--- src/tfmc_pkg.sv ---
// Purpose: constants for triggered frame mode control
// Assumes: one camera clock at 100 MHz
// Notes: frame timing counts are defaults, overridable at top
package tfmc_pkg;

  // operating modes
  typedef enum logic [1:0] {
    TFMC_MODE_FREE,
    TFMC_MODE_FAST,
    TFMC_MODE_PRECISE
  } tfmc_mode_t;

  // clock rate
  localparam int CLK_HZ = 100000000;
  // frame period in microseconds, about 9.3 fps
  localparam int FRAME_PERIOD_US = 107527;
  localparam int FRAME_CYCLES = (FRAME_PERIOD_US / 1000) * (CLK_HZ / 1000);
  // exposure window start and length within a frame, microseconds
  localparam int EXP_START_US = 2000;
  localparam int EXP_START_CYCLES = EXP_START_US * (CLK_HZ / 1000000);
  localparam int EXP_LEN_US = 2500;
  localparam int EXP_LEN_CYCLES = EXP_LEN_US * (CLK_HZ / 1000000);
  localparam int CNT_W = 32;

endpackage

--- src/tfmc_frame_timer.sv ---
// Purpose: free-running frame cycle counter with restart
// Assumes: restart is a same-clock pulse
// Notes: produces frame start and exposure window flags
`timescale 1ns/1ns
module tfmc_frame_timer #(
  parameter int FRAME_CYC = 1000,
  parameter int EXP_START = 10,
  parameter int EXP_LEN = 20
) (
  // clock and reset
  input wire logic core_clk,
  input wire logic nrst,
  // control
  input wire logic restart,
  // status
  output logic frameStart,
  output logic expStart,
  output logic expEnd,
  output logic expActive
);

  logic [31:0] cnt_reg;

  // ----------------------------------------
  // frame counter
  // ----------------------------------------
  always_ff @(posedge core_clk) begin
    if (!nrst) begin
      cnt_reg <= 32'h0000_0000;
    end else if (restart || cnt_reg == 32'(FRAME_CYC - 1)) begin
      cnt_reg <= 32'h0000_0000;
    end else begin
      cnt_reg <= cnt_reg + 32'h0000_0001;
    end
  end

  assign frameStart = (cnt_reg == 32'h0000_0000);
  assign expStart = (cnt_reg == 32'(EXP_START));
  assign expEnd = (cnt_reg == 32'(EXP_START + EXP_LEN - 1));
  assign expActive = (cnt_reg >= 32'(EXP_START)) && (cnt_reg < 32'(EXP_START + EXP_LEN));

endmodule

--- src/tfmc_top.sv ---
// Purpose: turns trigger events into delivered frames per mode
// Assumes: trigger pin is asynchronous; mode is static during use
// Notes: frame delivery marked by deliver pulse at exposure end
`timescale 1ns/1ns

// Summary of operation
// - free, fast and precise modes by one setting
// - free mode delivers every frame, ignores trigger
// - fast mode sensor keeps cycling natively
// - fast trigger: finish exposure, deliver next
// - trigger before exposure: deliver this cycle
// - trigger after exposure start: deliver next cycle
// - fast trigger latency up to one frame
// - precise trigger restarts frame cycle
// - precise: drop first frame, deliver second
// - delivered exposure starts one frame plus EXP_START plus one cycle after trigger
// - precise rate up to one delivery per frame plus EXP_START plus EXP_LEN plus one cycle
module tfmc_top #(
  parameter int FRAME_CYC = tfmc_pkg::FRAME_CYCLES,
  parameter int EXP_START = tfmc_pkg::EXP_START_CYCLES,
  parameter int EXP_LEN = tfmc_pkg::EXP_LEN_CYCLES
) (
  // clock and reset
  input wire logic core_clk,
  input wire logic nrst,
  // mode setting
  input wire tfmc_pkg::tfmc_mode_t modeSel,
  // external trigger pin
  input wire logic triggerIn,
  // exposure output
  output logic exposureOut,
  // frame cycle status
  output logic frameStart,
  output logic sensorExposing,
  // delivery path
  output logic frameDeliver,
  output logic frameDrop,
  output logic busy
);

  typedef enum {
    ST_IDLE,
    ST_ARMED,
    ST_SETUP,
    ST_SECOND
  } tfmc_state_t;

  tfmc_state_t state_reg;
  logic trigMeta_reg;
  logic trigSync_reg;
  logic trigPrev_reg;
  logic exposureOut_reg;
  logic frameDeliver_reg;
  logic frameDrop_reg;
  logic trigEdge;
  logic restart;
  logic expStart;
  logic expEnd;
  logic expActive;
  logic fStart;
  logic isFree;
  logic isFast;
  logic isPrecise;
  logic lateArm;
  logic seqArm;
  logic fastDone;
  logic frameDeliver_next;
  logic frameDrop_next;

  // ----------------------------------------
  // trigger synchroniser and edge
  // ----------------------------------------
  always_ff @(posedge core_clk) begin
    if (!nrst) begin
      trigMeta_reg <= 1'b0;
      trigSync_reg <= 1'b0;
      trigPrev_reg <= 1'b0;
    end else begin
      trigMeta_reg <= triggerIn;
      trigSync_reg <= trigMeta_reg;
      trigPrev_reg <= trigSync_reg;
    end
  end

  assign trigEdge = trigSync_reg && !trigPrev_reg;

  // ----------------------------------------
  // mode decode
  // ----------------------------------------
  assign isFree = (modeSel == tfmc_pkg::TFMC_MODE_FREE);
  assign isFast = (modeSel == tfmc_pkg::TFMC_MODE_FAST);
  assign isPrecise = (modeSel == tfmc_pkg::TFMC_MODE_PRECISE);

  // ----------------------------------------
  // exposure gating
  // ----------------------------------------
  // fast trigger on the exposure start still claims this frame
  assign lateArm = expStart && trigEdge && isFast && (state_reg == ST_IDLE);
  assign seqArm = expStart && (state_reg == ST_ARMED || state_reg == ST_SECOND);
  assign fastDone = expEnd && exposureOut_reg;

  // ----------------------------------------
  // sensor frame cycle
  // ----------------------------------------
  assign restart = trigEdge && isPrecise
                   && (state_reg == ST_IDLE);

  tfmc_frame_timer #(
    .FRAME_CYC(FRAME_CYC),
    .EXP_START(EXP_START),
    .EXP_LEN(EXP_LEN)
  ) u_timer (
    .core_clk(core_clk),
    .nrst(nrst),
    .restart(restart),
    .frameStart(fStart),
    .expStart(expStart),
    .expEnd(expEnd),
    .expActive(expActive)
  );

  // ----------------------------------------
  // trigger sequencing
  // ----------------------------------------
  always_ff @(posedge core_clk) begin
    if (!nrst) begin
      state_reg <= ST_IDLE;
    end else begin
      case (state_reg)
        ST_IDLE: begin
          if (trigEdge) begin
            if (modeSel == tfmc_pkg::TFMC_MODE_FAST) begin
              state_reg <= ST_ARMED;
            end else if (modeSel == tfmc_pkg::TFMC_MODE_PRECISE) begin
              state_reg <= ST_SETUP;
            end
          end
        end
        ST_ARMED: begin
          // waits for next exposure start; running one is not used
          if (fastDone) begin
            state_reg <= ST_IDLE;
          end
        end
        ST_SETUP: begin
          if (expEnd) begin
            state_reg <= ST_SECOND;
          end
        end
        ST_SECOND: begin
          if (expEnd) begin
            state_reg <= ST_IDLE;
          end
        end
        default: begin
          state_reg <= ST_IDLE;
        end
      endcase
    end
  end

  // ----------------------------------------
  // exposure output
  // ----------------------------------------
  always_ff @(posedge core_clk) begin
    if (!nrst) begin
      exposureOut_reg <= 1'b0;
    end else if (isFree) begin
      exposureOut_reg <= expActive;
    end else if (expEnd) begin
      exposureOut_reg <= 1'b0;
    end else if (seqArm) begin
      exposureOut_reg <= 1'b1;
    end else if (lateArm) begin
      exposureOut_reg <= 1'b1;
    end
  end

  // ----------------------------------------
  // delivery and drop
  // ----------------------------------------
  always_comb begin
    frameDeliver_next = 1'b0;
    frameDrop_next = 1'b0;
    if (expEnd) begin
      case (modeSel)
        tfmc_pkg::TFMC_MODE_FREE: begin
          frameDeliver_next = 1'b1;
        end
        tfmc_pkg::TFMC_MODE_FAST: begin
          frameDeliver_next = exposureOut_reg;
          frameDrop_next = !exposureOut_reg;
        end
        tfmc_pkg::TFMC_MODE_PRECISE: begin
          frameDeliver_next = (state_reg == ST_SECOND);
          frameDrop_next = (state_reg != ST_SECOND);
        end
        default: begin
          frameDrop_next = 1'b1;
        end
      endcase
    end
  end

  always_ff @(posedge core_clk) begin
    if (!nrst) begin
      frameDeliver_reg <= 1'b0;
      frameDrop_reg <= 1'b0;
    end else begin
      frameDeliver_reg <= frameDeliver_next;
      frameDrop_reg <= frameDrop_next;
    end
  end

  assign exposureOut = exposureOut_reg;
  assign frameDeliver = frameDeliver_reg;
  assign frameDrop = frameDrop_reg;
  assign frameStart = fStart;
  assign sensorExposing = expActive;
  assign busy = (state_reg != ST_IDLE);

endmodule

--- config.mk ---
export PLATFORM = sky130hd
export DESIGN_NAME = tfmc_top
export DESIGN_NICKNAME = d
export VERILOG_FILES = /design/src/tfmc_pkg.sv /design/src/tfmc_frame_timer.sv /design/src/tfmc_top.sv
export SDC_FILE = /design/constraint.sdc
export NUM_CORES = 1
export LEC_CHECK = 0
export ABC_AREA = 1
export ABC_CLOCK_PERIOD_IN_PS = 2240
export BUFFER_PORTS_ARGS = -buffer_cell sky130_fd_sc_hd__buf_4
export CAP_MARGIN = 20
export CORE_MARGIN = 2
export CORE_UTILIZATION = 55
export CTS_CLUSTER_DIAMETER = 60
export DETAILED_ROUTE_END_ITERATION = 7
export PLACE_DENSITY = 0.72
export SETUP_SLACK_MARGIN = 0.3
export SLEW_MARGIN = 20
export SYNTH_ARGS = -nofsm -noshare
export SYNTH_HDL_FRONTEND = slang
export SYNTH_SLANG_ARGS = --single-unit
--- constraint.sdc ---
create_clock -name core_clk -period 2.24 [get_ports core_clk]
set_clock_uncertainty 0.15 [all_clocks]
set_input_delay 0.336 -clock core_clk [delete_from_list [all_inputs] [get_ports core_clk]]
set_output_delay 0.336 -clock core_clk [all_outputs]
set_load 0.1 [all_outputs]
==> flow_summary.ini <==
[cts]
clk_pin_slew_ns = 0.08
numCtsBuffers = 5
cts.htree.levels = 2
clk_latency_ns = 0.29
clockBufferDepth = 2
cts_tree = built
cts.sinks = 40
cts_root_buf = clkbuf_8

[final_layout]
fillers = 349
design_area_um2 = 3430
area_delta_synth_final_pct = 29.4
drive_gt1_frac = 0.418
nets = 455
largest_register_ffs = 32
n_antenna_cell = 0
final_util = 0.731

[logic_synthesis]
synth.avg_cell_area_um2 = 6.74
ys_ff_latch = 40
synthCells = 393
seq_area_frac_synth = 0.302
yosys_warnings = 0
synth_area_um2 = 2650
yosysUniqueCellTypes = 32
synth_fp_nets = 404

[floorplanning]
rows = 25
die_w_um = 73.4
die_h_um = 73.4
initial_utilization = 0.565
core_um2 = 4690
ios = 11
die-area_um2 = 5390

[placed_design]
gp_congestion = 0.951
postPlaceCellArea_um2 = 2820
dpl.hpwl_um = 4760
portBuffers = 10

[power]
power.internal_mw = 1.01
p_clk_frac = 0.345
p_sw_frac = 0.268
max-vdd-ir-drop_uv = 306
power_density_nw_per_um2 = 402
p_switching_mw = 0.369
leakagePower_nw = 1.44
power_frac_seq = 0.519
combPwrFrac = 0.136

[route]
routedWlPerCell_um = 14.3
drt_iter0_markers = 269
remaining_drc_errors = 0
drt_wl_total_um = 7160
drt_first_pass_iters = 6
via_per_inst = 5.46
ant_nets = 0
num_vias = 2725

[status]
status = completed

[critical_path]
worstPathArrival_ns = 1.73
cp_common_cell = nand2_1
crit_slowest_cell = dfxtp_4
cp-start-kind = flop
path_buf_inv = 3
crit_family = simple AND/OR/NAND/NOR gates
crit_type = reg -> out
critPathCaptureType = output port
worstPathRequired_ns = 1.75
slowest_delay_ns = 0.39
cp_max_fo = 5
path_cells = buf_4 > nand4_1 > nand2_1 > nand2_1 > nand2_1 > nand2_1 > nand3b_1 > clkinvlp_4 > buf_12

[global_routing]
grt_pass1_vias = 2286
grt.total_usage = 0.258
grt_max_degree = 26
antenna_found_initial = 0
grt_pass1_wl_um = 10600
grt.overflow.total = 0

[sta]
setup_viol = 0
grt_setup_unrepaired = true
slew_viol_final = 0
period_share = 0.989
fin_tns_setup_ns = 0
tightest_slew_ns = 0.396
hold_violations = 0
max_freq_mhz = 451
slew_headroom = 0.734
min_period_ns = 2.22

[flow_run]
cap_viol_max_count = 0

[worst_hold_path]
hold_class = in -> reg
[path summary, 6_finish.rpt]
check,cells after the start,from,slack (ns),end
worst min-delay path,3,triggerIn,0.08,trigMeta_reg$_SDFF_PN0_
worst max register to register,18,u_timer.cnt_reg[0]$_SDFF_PP0_,0.29,exposureOut$_SDFFE_PN0P_
worst min register to register,2,trigSync_reg$_SDFF_PN0_,0.28,trigPrev_reg$_SDFF_PN0_
worst max-delay path,9,u_timer.cnt_reg[10]$_SDFF_PP0_,0.02,sensorExposing
[metal layers]
metal	part of all wire	global-route usage	vias to the layer above
met5	0	0	-
met4	0.038	0.0828	0
met3	0.078	0.0439	33
met2	0.47	0.410	117
met1	0.42	0.357	1259
li1	-	-	1316
[cell type report]
cell class | instances | area (um^2) | share of cell area
multi-input combinational | 277 | 1690 | 0.493
sequential | 40 | 866 | 0.253
timing repair buffer | 50 | 435 | 0.127
inverter | 70 | 282 | 0.0821
clock buffer | 5 | 68.8 | 0.0201
tap | 54 | 67.6 | 0.0197
clock inverter | 3 | 18.8 | 0.00547
[cells in the mapped netlist (all sizes together)]
cell,instances,share of area
buf,6,0.022
nand2,96,0.14
xor2,23,0.076
xnor2,1,0.0033
nor2,71,0.13
or2,1,0.0024
o21ai,5,0.011
inv,70,0.10
nand3,26,0.066
nand3b,1,0.0028
and3b,1,0.0033
a221oi,1,0.0033
and2,1,0.0033
nor3,27,0.068
nand4,12,0.028
nor4,3,0.0094
dfxtp,40,0.30
ha,6,0.028
a21oi,2,0.0038
[cell usage in the layout, fill, tap and decap left out, types with 10 or more instances in the layout]
cell type,count
dfxtp_2,16
nor2_2,17
nor2_4,10
nor3_1,15
nand4_1,12
nand2_1,75
buf_4,41
inv_1,43
dfxtp_4,12
nand3_1,18
nor2_1,44
xor2_1,23
nand2_2,18
inv_2,20
dfxtp_1,12
[metrics by stage]
| step | cells | total power, mW | hold WS, ns | worst slack (ns) |
|---|---|---|---|---|
| detailed placement | 455 | 0.870 | 0.266 | 0.216 |
| floorplan | 393 | 0.840 | 0.240 | 0.125 |
| global placement | 455 | 0.866 | 0.260 | 0.234 |
| CTS | 486 | 1.39 | 0.0809 | 0.0714 |
| finish | 499 | 1.38 | 0.0762 | 0.0240 |
| global route | 499 | 1.44 | 0.0754 | -0.0805 |
[power by group through the flow]
stage	Clock [mW]	Sequential [mW]	Combinational, mW
CTS	0.496	0.722	0.172
global route	0.527	0.717	0.200
floorplan	0	0.752	0.0880
finish	0.475	0.716	0.188
detailed placement	0	0.746	0.123
global placement	0	0.746	0.120
[cell families (layout without fill, tap and decap cells)]
logic type | Yosys count | after routing | share of synthesized area
xor gates and xnor gates | 24 | 24 | 0.0794
adders and majority gates | 6 | 6 | 0.0283
buffers and inverters | 76 | 128 | 0.122
and+or+nand+nor | 239 | 239 | 0.450
DFF | 40 | 40 | 0.302
AOI/OAI and AO/OA | 8 | 8 | 0.0180
[worst reg2reg max path, cell delays in order (launching register included)]
cell     delay (ns)
dfxtp_4        0.36
inv_4          0.05
ha_4           0.14
nand2_4        0.05
nor2_4         0.12
buf_6          0.10
buf_6          0.08
buf_6          0.09
buf_6          0.08
buf_6          0.08
buf_6          0.08
nand2_2        0.04
nor2_2         0.09
nand3_1        0.07
nand2_1        0.07
nand2_1        0.04
nand2_1        0.06
nand2_1        0.04
nor2_1         0.09
[what timing repair did]
action	CTS	global route
gates resized for setup	56	48
pin swaps	12	24
hold buffers	0	0
buffers inserted	23	13
endpoints found under the hold margin	0	0
endpoints found under the setup margin	2	36
Power figures use the tool's default switching activity.
